<file path="config.mk">
export PLATFORM = sky130hd
export DESIGN_NAME = pressure_switch_output_logic
export DESIGN_NICKNAME = d
export VERILOG_FILES = /design/src/pressure_out_pkg.sv /design/src/switch_eval.sv /design/src/pressure_switch_output_logic.sv
export SDC_FILE = /design/constraint.sdc
export NUM_CORES = 2
export LEC_CHECK = 0
export BUFFER_PORTS_ARGS = -buffer_cell sky130_fd_sc_hd__buf_2
export CAP_MARGIN = 20
export CORE_UTILIZATION = 45
export DETAILED_ROUTE_END_ITERATION = 7
export PLACE_DENSITY_LB_ADDON = 0.2
export SYNTH_ARGS = -nofsm -noshare
export SYNTH_HDL_FRONTEND = slang
export SYNTH_SLANG_ARGS = --single-unit
</file>
<file path="constraint.sdc">
create_clock -name clk_sys -period 137.4 [get_ports clk_sys]
set_clock_uncertainty 0.1 [all_clocks]
set_input_delay 13.74 -clock clk_sys [delete_from_list [all_inputs] [get_ports clk_sys]]
set_output_delay 13.74 -clock clk_sys [all_outputs]
set_load 0.05 [all_outputs]
</file>
<file path="src/pressure_out_pkg.sv">
package pressure_out_pkg;

    // Register byte offsets
    localparam logic [7:0] OFF_CTRL   = 8'h00;
    localparam logic [7:0] OFF_HYST   = 8'h04;
    localparam logic [7:0] OFF_SP1_0  = 8'h08;
    localparam logic [7:0] OFF_SP2_0  = 8'h0C;
    localparam logic [7:0] OFF_SP1_1  = 8'h10;
    localparam logic [7:0] OFF_SP2_1  = 8'h14;
    localparam logic [7:0] OFF_LEG_HI = 8'h18;
    localparam logic [7:0] OFF_LEG_LO = 8'h1C;
    localparam logic [7:0] OFF_LEG_SP = 8'h20;
    localparam logic [7:0] OFF_LEG_RP = 8'h24;
    localparam logic [7:0] OFF_ASP    = 8'h28;
    localparam logic [7:0] OFF_AEP    = 8'h2C;
    localparam logic [7:0] OFF_STATUS = 8'h30;
    localparam logic [7:0] OFF_ANALOG = 8'h34;
    localparam logic [7:0] OFF_BAD    = 8'hFF;
    localparam logic [3:0] PARAM_LAST = 4'hB;

    // Control register fields
    localparam int CTL_LEGACY = 0;
    localparam int CTL_INVERT = 1;
    localparam int CTL_FN0    = 2;
    localparam int CTL_FN1    = 4;
    localparam int CTL_ANALOG = 6;
    localparam int CTL_VOLT   = 7;
    localparam int CTL_RANGE  = 8;
    localparam int CTL_AUTO   = 11;
    localparam int CTL_NPN    = 12;

    // Status register fields
    localparam int ST_DRIVE = 0;
    localparam int ST_PROG  = 2;
    localparam int ST_REJ   = 4;

    // Switching functions; in legacy mode window stays window, the rest is hysteresis
    localparam logic [1:0] FN_SINGLE = 2'h0;
    localparam logic [1:0] FN_TWO    = 2'h1;
    localparam logic [1:0] FN_WINDOW = 2'h2;

    // Detection range and derived minimum separations (rounded up)
    localparam logic [15:0] DET_MIN   = 16'h0100;
    localparam logic [15:0] DET_MAX   = 16'hFF00;
    localparam int          SPAN_INT  = 32'(DET_MAX) - 32'(DET_MIN);
    localparam logic [15:0] MEAS_SPAN = 16'(SPAN_INT);
    localparam logic [15:0] MIN_SEP   = 16'((SPAN_INT * 5 + 999) / 1000);
    localparam logic [15:0] MIN_ASPAN = 16'((SPAN_INT * 10 + 99) / 100);

    // Reset values
    localparam logic [15:0] CTRL_RST  = 16'h0000;
    localparam logic [15:0] HYST_RST  = 16'h0100;
    localparam logic [15:0] SP1_RST   = 16'h8000;
    localparam logic [15:0] SP2_RST   = 16'h7000;
    localparam logic [15:0] LHI_RST   = 16'hA000;
    localparam logic [15:0] LLO_RST   = 16'h6000;

    // Output ranges: current in uA, voltage in mV; entry [0] is on the right
    localparam logic [2:0] V_REV_45 = 3'h4;
    localparam logic [3:0][15:0] CUR_LO  = {16'h4E20, 16'h4E20, 16'h0000, 16'h0FA0};
    localparam logic [3:0][15:0] CUR_HI  = {16'h0000, 16'h0FA0, 16'h4E20, 16'h4E20};
    localparam logic [7:0][15:0] VOLT_LO = {16'h1770, 16'h1388, 16'h2710, 16'h1194,
                                            16'h01F4, 16'h03E8, 16'h0000, 16'h0000};
    localparam logic [7:0][15:0] VOLT_HI = {16'h03E8, 16'h0000, 16'h0000, 16'h01F4,
                                            16'h1194, 16'h1770, 16'h1388, 16'h2710};

    typedef enum logic [1:0] {
        PS_RUN  = 2'h0,
        PS_NAV  = 2'h1,
        PS_SHOW = 2'h3
    } prog_t;

endpackage : pressure_out_pkg

</file>
<file path="src/switch_eval.sv">
`timescale 1ns/100ps
module switch_eval
    import pressure_out_pkg::*;
(
    // Sample and previous state
    input  wire logic [15:0] pv,
    input  wire logic        prev,
    // Configuration
    input  wire logic        legacy,
    input  wire logic [1:0]  fn,
    input  wire logic [15:0] sp1,
    input  wire logic [15:0] sp2,
    input  wire logic [15:0] hyst,
    input  wire logic [15:0] leg_hi,
    input  wire logic [15:0] leg_lo,
    input  wire logic [15:0] leg_sp,
    input  wire logic [15:0] leg_rp,
    // Result
    output logic             next_active
);
    logic [16:0] up_hyst;
    logic [16:0] lo_hyst;
    logic [16:0] pv_w;
    logic [16:0] lo_single;

    // Widened so that band edges never wrap
    assign pv_w    = {1'b0, pv};
    assign up_hyst = {1'b0, sp1} + {1'b0, hyst};
    assign lo_hyst = {1'b0, sp2} - {1'b0, hyst};
    // A band edge below zero can never be crossed
    assign lo_single = {1'b0, sp1} - {1'b0, hyst};

    always_comb
    begin
        next_active = prev;
        if (legacy)
        begin
            if (fn == FN_WINDOW)
                next_active = (pv >= leg_lo) && (pv <= leg_hi);
            else if (pv > leg_sp)
                next_active = 1'b1;
            else if (pv < leg_rp)
                next_active = 1'b0;
        end
        else
        begin
            case (fn)
                FN_SINGLE:
                begin
                    if (pv > sp1)
                        next_active = 1'b1;
                    else if (!lo_single[16] && (pv_w < lo_single))
                        next_active = 1'b0;
                end
                FN_TWO:
                begin
                    if (pv > sp1)
                        next_active = 1'b1;
                    else if (pv < sp2)
                        next_active = 1'b0;
                end
                FN_WINDOW:
                begin
                    if (prev)
                        next_active = (pv_w <= up_hyst) && (lo_hyst[16] || (pv_w >= lo_hyst));
                    else
                        next_active = (pv >= sp2) && (pv <= sp1);
                end
                default: next_active = 1'b0;
            endcase
        end
    end

endmodule : switch_eval

</file>
<file path="src/pressure_switch_output_logic.sv">
// What this block does
// - Normal mode by default, legacy selectable; each output single, two-point or window.
// - One polarity setting inverts every switching output.
// - Single-point: output turns on once rising value exceeds first switch point.
// - Single-point: active output turns off below first switch point minus hysteresis.
// - Hysteresis is accepted only when inside the detection range.
// - Two-point: output turns on when rising value exceeds the switch-on point.
// - Two-point: output stays on above switch-off point, off below it.
// - Window limits must lie inside the detection range.
// - Window rising: off below lower, on inside, off above upper plus hysteresis.
// - Window falling: off above upper, on inside, off below lower minus hysteresis.
// - Legacy window: defined state between limits; limits at least 0.5 % apart.
// - Legacy hysteresis: switch and release points at least 0.5 % apart.
// - Changing the legacy switch point recomputes the release point.
// - Analog start and end points at least ten percent of range apart.
// - Current output scales across the analog start-to-end range.
// - Current ranges 4-20 default, 0-20, 20-4 and 20-0 mA.
// - Voltage output scales likewise; 0-10, 0-5, 1-6, 0.5-4.5 V and reversed.
// - Reversed 4.5-0.5 V range is refused in legacy mode.
// - Second output is switching with chosen or automatic polarity, or analog.
// - When unlocked, the mode pad enters programming mode.
// - Enter shows the selected parameter; mode and set pads navigate.
//
// Decided for this implementation: the register offsets and the AHB-Lite register port.
`timescale 1ns/100ps
module pressure_switch_output_logic
    import pressure_out_pkg::*;
(
    // Clock and reset
    input  wire logic        clk_sys,
    input  wire logic        rst_n,
    // AHB-Lite slave
    input  wire logic        hsel,
    input  wire logic [31:0] haddr,
    input  wire logic [1:0]  htrans,
    input  wire logic        hwrite,
    input  wire logic [2:0]  hsize,
    input  wire logic [31:0] hwdata,
    input  wire logic        hready,
    output logic             hreadyout,
    output logic [31:0]      hrdata,
    output logic             hresp,
    // Process value samples
    input  wire logic [15:0] pv_data,
    input  wire logic        pv_valid,
    // Touchpads
    input  wire logic        unlocked,
    input  wire logic        pad_mode,
    input  wire logic        pad_enter,
    input  wire logic        pad_set,
    output logic             prog_active,
    output logic             show_value,
    output logic [3:0]       param_index,
    output logic [15:0]      param_value,
    // Outputs towards the controller
    input  wire logic        npn_sense,
    output logic [1:0]       sw_out,
    output logic [1:0]       sw_npn,
    output logic             analog_en,
    output logic             analog_voltage,
    output logic [15:0]      analog_value
);

    typedef struct packed {
        logic             addr_ph;
        logic             wr;
        logic [7:0]       addr;
        logic [31:0]      rdata;
        logic [15:0]      ctrl;
        logic [15:0]      hyst;
        logic [1:0][15:0] sp1;
        logic [1:0][15:0] sp2;
        logic [15:0]      leg_hi;
        logic [15:0]      leg_lo;
        logic [15:0]      leg_sp;
        logic [15:0]      leg_rp;
        logic [15:0]      analog_start_point;
        logic [15:0]      analog_end_point;
        logic             rej;
        logic [1:0]       act;
        logic [1:0]       drive;
        logic [15:0]      analog;
        prog_t            pst;
        logic [3:0]       pidx;
        logic [15:0]      pval;
    } st_t;

    localparam st_t ST_RST = '{addr_ph: 1'b0, wr: 1'b0, addr: 8'h00, rdata: 32'h0,
        ctrl: CTRL_RST, hyst: HYST_RST, sp1: {SP1_RST, SP1_RST}, sp2: {SP2_RST, SP2_RST},
        leg_hi: LHI_RST, leg_lo: LLO_RST, leg_sp: SP1_RST, leg_rp: SP2_RST,
        analog_start_point: DET_MIN, analog_end_point: DET_MAX, rej: 1'b0, act: 2'b00, drive: 2'b00,
        analog: 16'h0000, pst: PS_RUN, pidx: 4'h0, pval: 16'h0000};

    st_t         s;
    st_t         nx;
    logic [1:0]  eval_next;
    logic [15:0] wdat;
    logic [15:0] legdiff;
    logic        rej_set;
    logic        rej_clr;
    logic [15:0] frac;
    logic [15:0] rng_lo;
    logic [15:0] rng_hi;
    logic [2:0]  rsel;
    logic signed [17:0] rdiff;
    logic signed [35:0] prod;
    logic signed [17:0] scaled;

    function automatic logic in_det(input logic [15:0] v);
        return (v >= DET_MIN) && (v <= DET_MAX);
    endfunction : in_det

    // Fraction num/den as 16 fractional bits, truncated; only used with num below den
    function automatic logic [15:0] frac_of(input logic [15:0] num, input logic [15:0] den);
        logic [16:0] rem;
        logic [15:0] q;
        rem = {1'b0, num};
        q   = 16'h0000;
        for (int i = 15; i >= 0; i--)
        begin
            rem = {rem[15:0], 1'b0};
            if (rem >= {1'b0, den})
            begin
                rem  = rem - {1'b0, den};
                q[i] = 1'b1;
            end
        end
        return q;
    endfunction : frac_of

    function automatic logic [31:0] reg_word(input st_t v, input logic [7:0] a);
        logic [31:0] r;
        r = 32'h0;
        case (a)
            OFF_CTRL:   r[15:0] = v.ctrl;
            OFF_HYST:   r[15:0] = v.hyst;
            OFF_SP1_0:  r[15:0] = v.sp1[0];
            OFF_SP2_0:  r[15:0] = v.sp2[0];
            OFF_SP1_1:  r[15:0] = v.sp1[1];
            OFF_SP2_1:  r[15:0] = v.sp2[1];
            OFF_LEG_HI: r[15:0] = v.leg_hi;
            OFF_LEG_LO: r[15:0] = v.leg_lo;
            OFF_LEG_SP: r[15:0] = v.leg_sp;
            OFF_LEG_RP: r[15:0] = v.leg_rp;
            OFF_ASP:    r[15:0] = v.analog_start_point;
            OFF_AEP:    r[15:0] = v.analog_end_point;
            OFF_STATUS:
            begin
                r[ST_DRIVE +: 2] = v.drive;
                r[ST_PROG +: 2]  = v.pst;
                r[ST_REJ]        = v.rej;
            end
            OFF_ANALOG: r[15:0] = v.analog;
            default:    r = 32'h0;
        endcase
        return r;
    endfunction : reg_word

    generate
        for (genvar ch = 0; ch < 2; ch++)
        begin : g_eval
            switch_eval u_eval (
                .pv          (pv_data),
                .prev        (s.act[ch]),
                .legacy      (s.ctrl[CTL_LEGACY]),
                .fn          (s.ctrl[CTL_FN0 + 2 * ch +: 2]),
                .sp1         (s.sp1[ch]),
                .sp2         (s.sp2[ch]),
                .hyst        (s.hyst),
                .leg_hi      (s.leg_hi),
                .leg_lo      (s.leg_lo),
                .leg_sp      (s.leg_sp),
                .leg_rp      (s.leg_rp),
                .next_active (eval_next[ch])
            );
        end
    endgenerate

    // Analog scaling, clamped at both ends of the start-to-end span
    always_comb
    begin
        if (pv_data <= s.analog_start_point)
            frac = 16'h0000;
        else if (pv_data >= s.analog_end_point)
            frac = 16'hFFFF;
        else
            frac = frac_of(pv_data - s.analog_start_point, s.analog_end_point - s.analog_start_point);
        rsel   = s.ctrl[CTL_RANGE +: 3];
        rng_lo = s.ctrl[CTL_VOLT] ? VOLT_LO[rsel] : CUR_LO[rsel[1:0]];
        rng_hi = s.ctrl[CTL_VOLT] ? VOLT_HI[rsel] : CUR_HI[rsel[1:0]];
        rdiff  = $signed({2'b00, rng_hi}) - $signed({2'b00, rng_lo});
        prod   = 36'(rdiff) * 36'($signed({2'b00, frac}));
        scaled = $signed({2'b00, rng_lo}) + 18'(prod >>> 16);
        // Fraction tops out one code short, so the top clamp is set directly
        if (pv_data >= s.analog_end_point)
            scaled = $signed({2'b00, rng_hi});
    end

    always_comb
    begin
        nx      = s;
        wdat    = hwdata[15:0];
        legdiff = s.leg_sp - s.leg_rp;
        rej_set = 1'b0;
        rej_clr = 1'b0;
        nx.addr_ph = hsel && htrans[1] && hready;
        if (nx.addr_ph)
        begin
            nx.wr   = hwrite;
            nx.addr = (haddr[31:8] == 24'h0) ? haddr[7:0] : OFF_BAD;
        end
        // Illegal values are dropped and flagged instead of stored
        if (s.addr_ph && s.wr)
        begin
            case (s.addr)
                OFF_CTRL:
                    if (wdat[CTL_LEGACY] && wdat[CTL_VOLT] && wdat[CTL_RANGE +: 3] == V_REV_45)
                        rej_set = 1'b1;
                    else
                        nx.ctrl = wdat;
                OFF_HYST:
                    if (wdat <= MEAS_SPAN) nx.hyst = wdat;
                    else rej_set = 1'b1;
                OFF_SP1_0:
                    if (in_det(wdat)) nx.sp1[0] = wdat;
                    else rej_set = 1'b1;
                OFF_SP2_0:
                    if (in_det(wdat)) nx.sp2[0] = wdat;
                    else rej_set = 1'b1;
                OFF_SP1_1:
                    if (in_det(wdat)) nx.sp1[1] = wdat;
                    else rej_set = 1'b1;
                OFF_SP2_1:
                    if (in_det(wdat)) nx.sp2[1] = wdat;
                    else rej_set = 1'b1;
                OFF_LEG_HI:
                    if ({1'b0, wdat} >= {1'b0, s.leg_lo} + {1'b0, MIN_SEP}) nx.leg_hi = wdat;
                    else rej_set = 1'b1;
                OFF_LEG_LO:
                    if ({1'b0, wdat} + {1'b0, MIN_SEP} <= {1'b0, s.leg_hi}) nx.leg_lo = wdat;
                    else rej_set = 1'b1;
                OFF_LEG_SP:
                    // Release point follows, keeping the present hysteresis width
                    if ({1'b0, wdat} >= {1'b0, DET_MIN} + {1'b0, legdiff})
                    begin
                        nx.leg_sp = wdat;
                        nx.leg_rp = wdat - legdiff;
                    end
                    else rej_set = 1'b1;
                OFF_LEG_RP:
                    if ({1'b0, wdat} + {1'b0, MIN_SEP} <= {1'b0, s.leg_sp}) nx.leg_rp = wdat;
                    else rej_set = 1'b1;
                OFF_ASP:
                    if ({1'b0, wdat} + {1'b0, MIN_ASPAN} <= {1'b0, s.analog_end_point}) nx.analog_start_point = wdat;
                    else rej_set = 1'b1;
                OFF_AEP:
                    if ({1'b0, wdat} >= {1'b0, s.analog_start_point} + {1'b0, MIN_ASPAN}) nx.analog_end_point = wdat;
                    else rej_set = 1'b1;
                OFF_STATUS: rej_clr = hwdata[ST_REJ];
                default: rej_clr = 1'b0;
            endcase
        end
        // A refusal in the clearing cycle survives the clear
        nx.rej = (s.rej & ~rej_clr) | rej_set;
        if (pv_valid)
        begin
            nx.act    = eval_next;
            nx.analog = scaled[15:0];
        end
        // Analog second output leaves its switch stage off
        nx.drive    = nx.act ^ {2{nx.ctrl[CTL_INVERT]}};
        nx.drive[1] = nx.drive[1] & ~nx.ctrl[CTL_ANALOG];
        case (s.pst)
            PS_RUN:
                if (unlocked && pad_mode) nx.pst = PS_NAV;
            PS_NAV:
                if (!unlocked) nx.pst = PS_RUN;
                else if (pad_enter) nx.pst = PS_SHOW;
                else if (pad_mode) nx.pidx = (s.pidx == PARAM_LAST) ? 4'h0 : s.pidx + 4'h1;
                else if (pad_set) nx.pidx = (s.pidx == 4'h0) ? PARAM_LAST : s.pidx - 4'h1;
            PS_SHOW:
                if (!unlocked) nx.pst = PS_RUN;
                else if (pad_enter || pad_mode) nx.pst = PS_NAV;
            default: nx.pst = PS_RUN;
        endcase
        // Read data taken from post-write values so back-to-back access sees the write
        if (nx.addr_ph && !hwrite)
            nx.rdata = reg_word(nx, nx.addr);
        nx.pval = 16'(reg_word(nx, {2'b00, nx.pidx, 2'b00}));
    end

    always_ff @(posedge clk_sys or negedge rst_n)
    begin
        if (!rst_n)
            s <= ST_RST;
        else
            s <= nx;
    end

    // Zero-wait slave, always OKAY
    assign hreadyout      = 1'b1;
    assign hresp          = 1'b0;
    assign hrdata         = s.rdata;
    assign sw_out         = s.drive;
    assign sw_npn[0]      = s.ctrl[CTL_AUTO] ? npn_sense : s.ctrl[CTL_NPN];
    assign sw_npn[1]      = s.ctrl[CTL_AUTO] ? npn_sense : s.ctrl[CTL_NPN + 1];
    assign analog_en      = s.ctrl[CTL_ANALOG];
    assign analog_voltage = s.ctrl[CTL_VOLT];
    assign analog_value   = s.analog;
    assign prog_active    = (s.pst != PS_RUN);
    assign show_value     = (s.pst == PS_SHOW);
    assign param_index    = s.pidx;
    assign param_value    = s.pval;
endmodule : pressure_switch_output_logic

</file>
==> run_summary.xml <==
<?xml version="1.0" encoding="UTF-8"?>
<metrics>
  <group name="global_route">
    <metric name="grt_util_all_layers" unit="">0.307</metric>
    <metric name="pin_count_of_the_biggest_net_entering_global_routing" unit="">79</metric>
    <metric name="antenna_found_initial" unit="">1</metric>
    <metric name="first_global_vias" unit="">44200</metric>
    <metric name="gr-total-overflow" unit="">0</metric>
    <metric name="wire_length_of_the_first_global_routing_pass" unit="mm">268</metric>
  </group>
  <group name="clocking">
    <metric name="maximum_level_of_the_cts_h_tree" unit="">1</metric>
    <metric name="tritoncts" unit="">yes</metric>
    <metric name="cts_setup_buffers" unit="">0</metric>
    <metric name="post_cts_resized" unit="">0</metric>
    <metric name="clk_pin_slew_worst_paths" unit="ps">60</metric>
    <metric name="clock-root-buffer" unit="">sky130_fd_sc_hd__clkbuf_16</metric>
    <metric name="tritoncts_num_sinks" unit="">261</metric>
    <metric name="cts-buffers-inserted" unit="">28</metric>
    <metric name="clock_insertion_delay_at_the_later_pin_of_the_skew_report" unit="ps">600</metric>
    <metric name="longest_clk_path_bufs" unit="">3</metric>
    <metric name="postCtsHoldBufs" unit="">0</metric>
  </group>
  <group name="synthesis">
    <metric name="postSynthRegisterBits" unit="">261</metric>
    <metric name="post-synth-top-count-cell" unit="">sky130_fd_sc_hd__ha_1</metric>
    <metric name="ys_top_cells_by_area" unit="">sky130_fd_sc_hd__ha_1 21%, sky130_fd_sc_hd__dfrtp_1 12%, sky130_fd_sc_hd__fa_1 9.3%</metric>
    <metric name="count_of_unique_library_cells_instantiated_by_yosys" unit="">102</metric>
    <metric name="synth_top_area_share" unit="">0.206</metric>
    <metric name="synth.yosys.seq_area_share" unit="">0.129</metric>
    <metric name="async_reset_ff_frac" unit="">1.00</metric>
    <metric name="number_of_enable_type_register_cells_in_the_synthesized_netlist" unit="">0</metric>
    <metric name="yosys_warnings" unit="">0</metric>
    <metric name="avg_synthesized_cell_area" unit="µm²">8.15</metric>
    <metric name="synth.largest_area_cell" unit="">sky130_fd_sc_hd__ha_1</metric>
    <metric name="synthTopCellsByCount" unit="">836 x sky130_fd_sc_hd__ha_1, 733 x sky130_fd_sc_hd__inv_1, 459 x sky130_fd_sc_hd__nand2_1</metric>
    <metric name="synthesis.area" unit="µm²">50800</metric>
    <metric name="synth-main-ff-cell" unit="">sky130_fd_sc_hd__dfrtp_1</metric>
    <metric name="synth_cells" unit="">6237</metric>
  </group>
  <group name="status">
    <metric name="status" unit="">completed</metric>
  </group>
  <group name="cells_and_area">
    <metric name="fin_nets" unit="">7451</metric>
    <metric name="n_fill_cell" unit="">10900</metric>
    <metric name="register_area" unit="µm²">6560</metric>
    <metric name="multi_input_comb_area" unit="µm²">40400</metric>
    <metric name="post_route_cells_drive_above_1_share" unit="">0.0917</metric>
    <metric name="area_growth" unit="%">6.54</metric>
  </group>
  <group name="floorplanning">
    <metric name="starting_density_of_the_core" unit="">0.457</metric>
    <metric name="ios" unit="">174</metric>
    <metric name="die_height" unit="µm">338</metric>
    <metric name="rows" unit="">122</metric>
    <metric name="fp.dieW" unit="µm">338</metric>
    <metric name="core_area" unit="µm²">111000</metric>
    <metric name="area_of_the_die" unit="µm²">114000</metric>
  </group>
  <group name="setup_path">
    <metric name="worst_path_largest_cell_delay" unit="ps">880</metric>
    <metric name="crit_path_max_fanout" unit="">24</metric>
    <metric name="worst-setup-path-type" unit="">in -&gt; reg</metric>
    <metric name="cp_data_arrival_time" unit="ps">80360</metric>
    <metric name="required" unit="ps">137780</metric>
    <metric name="critPathLaunchType" unit="">input port</metric>
    <metric name="setup.worst_path.end_class" unit="">flip-flop</metric>
    <metric name="cp_slowest_cell" unit="">sky130_fd_sc_hd__nor2b_2</metric>
    <metric name="critPathMostFrequentCell" unit="">sky130_fd_sc_hd__a21oi_1</metric>
  </group>
  <group name="sta">
    <metric name="clock.fmax" unit="MHz">12.5</metric>
    <metric name="worstMarginPinSlew" unit="ps">1260</metric>
    <metric name="post-route-period-util" unit="">0.582</metric>
    <metric name="setup_repair_after_global_routing_missed_its_margin" unit="">false</metric>
    <metric name="final-setup-viol-count" unit="">0</metric>
    <metric name="endpoints_failing_hold" unit="">0</metric>
    <metric name="final-max-slew-violation-count" unit="">0</metric>
    <metric name="slew_headroom" unit="">0.156</metric>
    <metric name="fin_tns_setup" unit="ps">0</metric>
    <metric name="finalCriticalPeriod" unit="ps">79980</metric>
  </group>
  <group name="job">
    <metric name="maxCapViolations" unit="">0</metric>
  </group>
  <group name="worst_hold_path">
    <metric name="hold_path.class" unit="">reg -&gt; reg</metric>
  </group>
  <group name="drt">
    <metric name="drcViolationCount" unit="">0</metric>
    <metric name="detail_route.wl_per_cell" unit="µm">22.9</metric>
    <metric name="drtIter0Drc" unit="">4143</metric>
    <metric name="route.antenna.remaining_nets" unit="">0</metric>
    <metric name="firstDrtPassIters" unit="">7</metric>
    <metric name="drt-vias-per-instance" unit="">5.92</metric>
    <metric name="routed_wirelength" unit="mm">178</metric>
    <metric name="via_count_of_the_routed_design" unit="">46200</metric>
  </group>
  <group name="placement">
    <metric name="detailed_place_hpwl" unit="mm">140</metric>
    <metric name="numPortBuffers" unit="">135</metric>
    <metric name="gpl.final_weighted_congestion" unit="">1.01</metric>
  </group>
</metrics>
[metal layers]
| layer | vias to the layer above | share of wire | global-route usage | wire length (µm) |
|---|---|---|---|---|
| li1 | 22000 | - | - | - |
| met1 | 22000 | 0.43 | 0.413 | 77200 |
| met2 | 1748 | 0.44 | 0.489 | 78900 |
| met3 | 407 | 0.074 | 0.0400 | 13100 |
| met4 | 0 | 0.051 | 0.137 | 9060 |
| met5 | - | 0 | 0 | 0 |
[per-stage QoR]
stage | area, µm² | setup slack [ps] | instances | util | hold WS (ps)
2_1_floorplan | 50900 | 68160 | 6253 | - | 351
3_3_place_gp | 53100 | 58610 | 7737 | 0.477 | 360
3_5_place_dp | 53100 | 57630 | 7737 | 0.477 | 370
4_1_cts | 54100 | 57930 | 7789 | 0.486 | 384
5_1_grt | 54100 | 51690 | 7794 | 0.486 | 421
6_report | 54100 | 57420 | 7796 | 0.486 | 385
[sequential cells by signal, indices dropped and copies added (netlist names)]
register	cells
s	202
param_value	16
analog_value	16
hrdata	16
param_index	4
analog_en	1
sw_out	2
analog_voltage	1
rsel	3
[final cells by class]
| class | instances | area share |
|---|---|---|
| Antenna cell | 2 | 0.0000925 |
| Tap cell | 1488 | 0.0344 |
| Timing Repair Buffer | 257 | 0.0299 |
| Multi-Input combinational cell | 5002 | 0.746 |
| Inverter | 734 | 0.0509 |
| Sequential cell | 261 | 0.121 |
| Clock buffer | 37 | 0.0147 |
| Clock inverter | 15 | 0.00268 |
[worst max-delay path, delay by kind of cell]
family / cells / cell delay (ps)
buffers and inverters: 12 / 2260
xor gates and xnor gates: 4 / 610
adders and majority gates: 24 / 8390
and+or+nand+nor: 64 / 11530
AOI/OAI and AO/OA: 200 / 41660
muxes: 6 / 2050
[cell families after synthesis]
logic type | Yosys count | synth area share
AOI/OAI and AO/OA | 1661 | 0.213
xor gates and xnor gates | 432 | 0.0745
adders and majority gates | 1073 | 0.299
buffers and inverters | 990 | 0.0801
DFF | 261 | 0.129
muxes | 261 | 0.0561
other | 2 | 0.000148
and+or+nand+nor | 1557 | 0.148
[cell usage in the layout (no fill, tap or decap), types with 30 or more instances in the layout]
cell type                  count
sky130_fd_sc_hd__o211ai_1     30
sky130_fd_sc_hd__a221o_1      47
sky130_fd_sc_hd__nor4_1       38
sky130_fd_sc_hd__a21o_1      173
sky130_fd_sc_hd__fa_1        235
sky130_fd_sc_hd__a21oi_1     429
sky130_fd_sc_hd__xor2_1       89
sky130_fd_sc_hd__o21bai_1    104
sky130_fd_sc_hd__nand4_1     118
sky130_fd_sc_hd__nor3_1       72
sky130_fd_sc_hd__a22oi_1      37
sky130_fd_sc_hd__dfrtp_1     235
sky130_fd_sc_hd__a31oi_1      34
sky130_fd_sc_hd__o21a_1       96
sky130_fd_sc_hd__o21ai_0     385
sky130_fd_sc_hd__nand2b_1    136
sky130_fd_sc_hd__buf_2       135
sky130_fd_sc_hd__and3_1       30
sky130_fd_sc_hd__nor2b_1     124
sky130_fd_sc_hd__buf_4       118
sky130_fd_sc_hd__nor2_1      385
sky130_fd_sc_hd__a221oi_1     63
sky130_fd_sc_hd__nand3_1      84
sky130_fd_sc_hd__inv_1       733
sky130_fd_sc_hd__nand2_1     459
sky130_fd_sc_hd__mux2i_1      92
sky130_fd_sc_hd__ha_1        835
sky130_fd_sc_hd__xnor2_1     332
sky130_fd_sc_hd__o22ai_1      44
sky130_fd_sc_hd__mux2_2      154
[path summary, 6_finish.rpt]
path	from	to	slack (ps)	depth (start not counted)
setup / recovery	pv_data[0]	hrdata[15]	57420	310
hold / removal	hrdata[4]	hrdata[4]	390	2
setup reg to reg	s[43]	hrdata[15]	68940	318
hold reg to reg	hrdata[4]	hrdata[4]	390	2
max in group asynchronous	rst_n	s[171]	122220	3
min in group asynchronous	rst_n	rsel[0]	13050	1
Power is left out: the tool's default activity adds up to more than one toggle a clock period on the data nets, which glitch-free logic cannot reach.
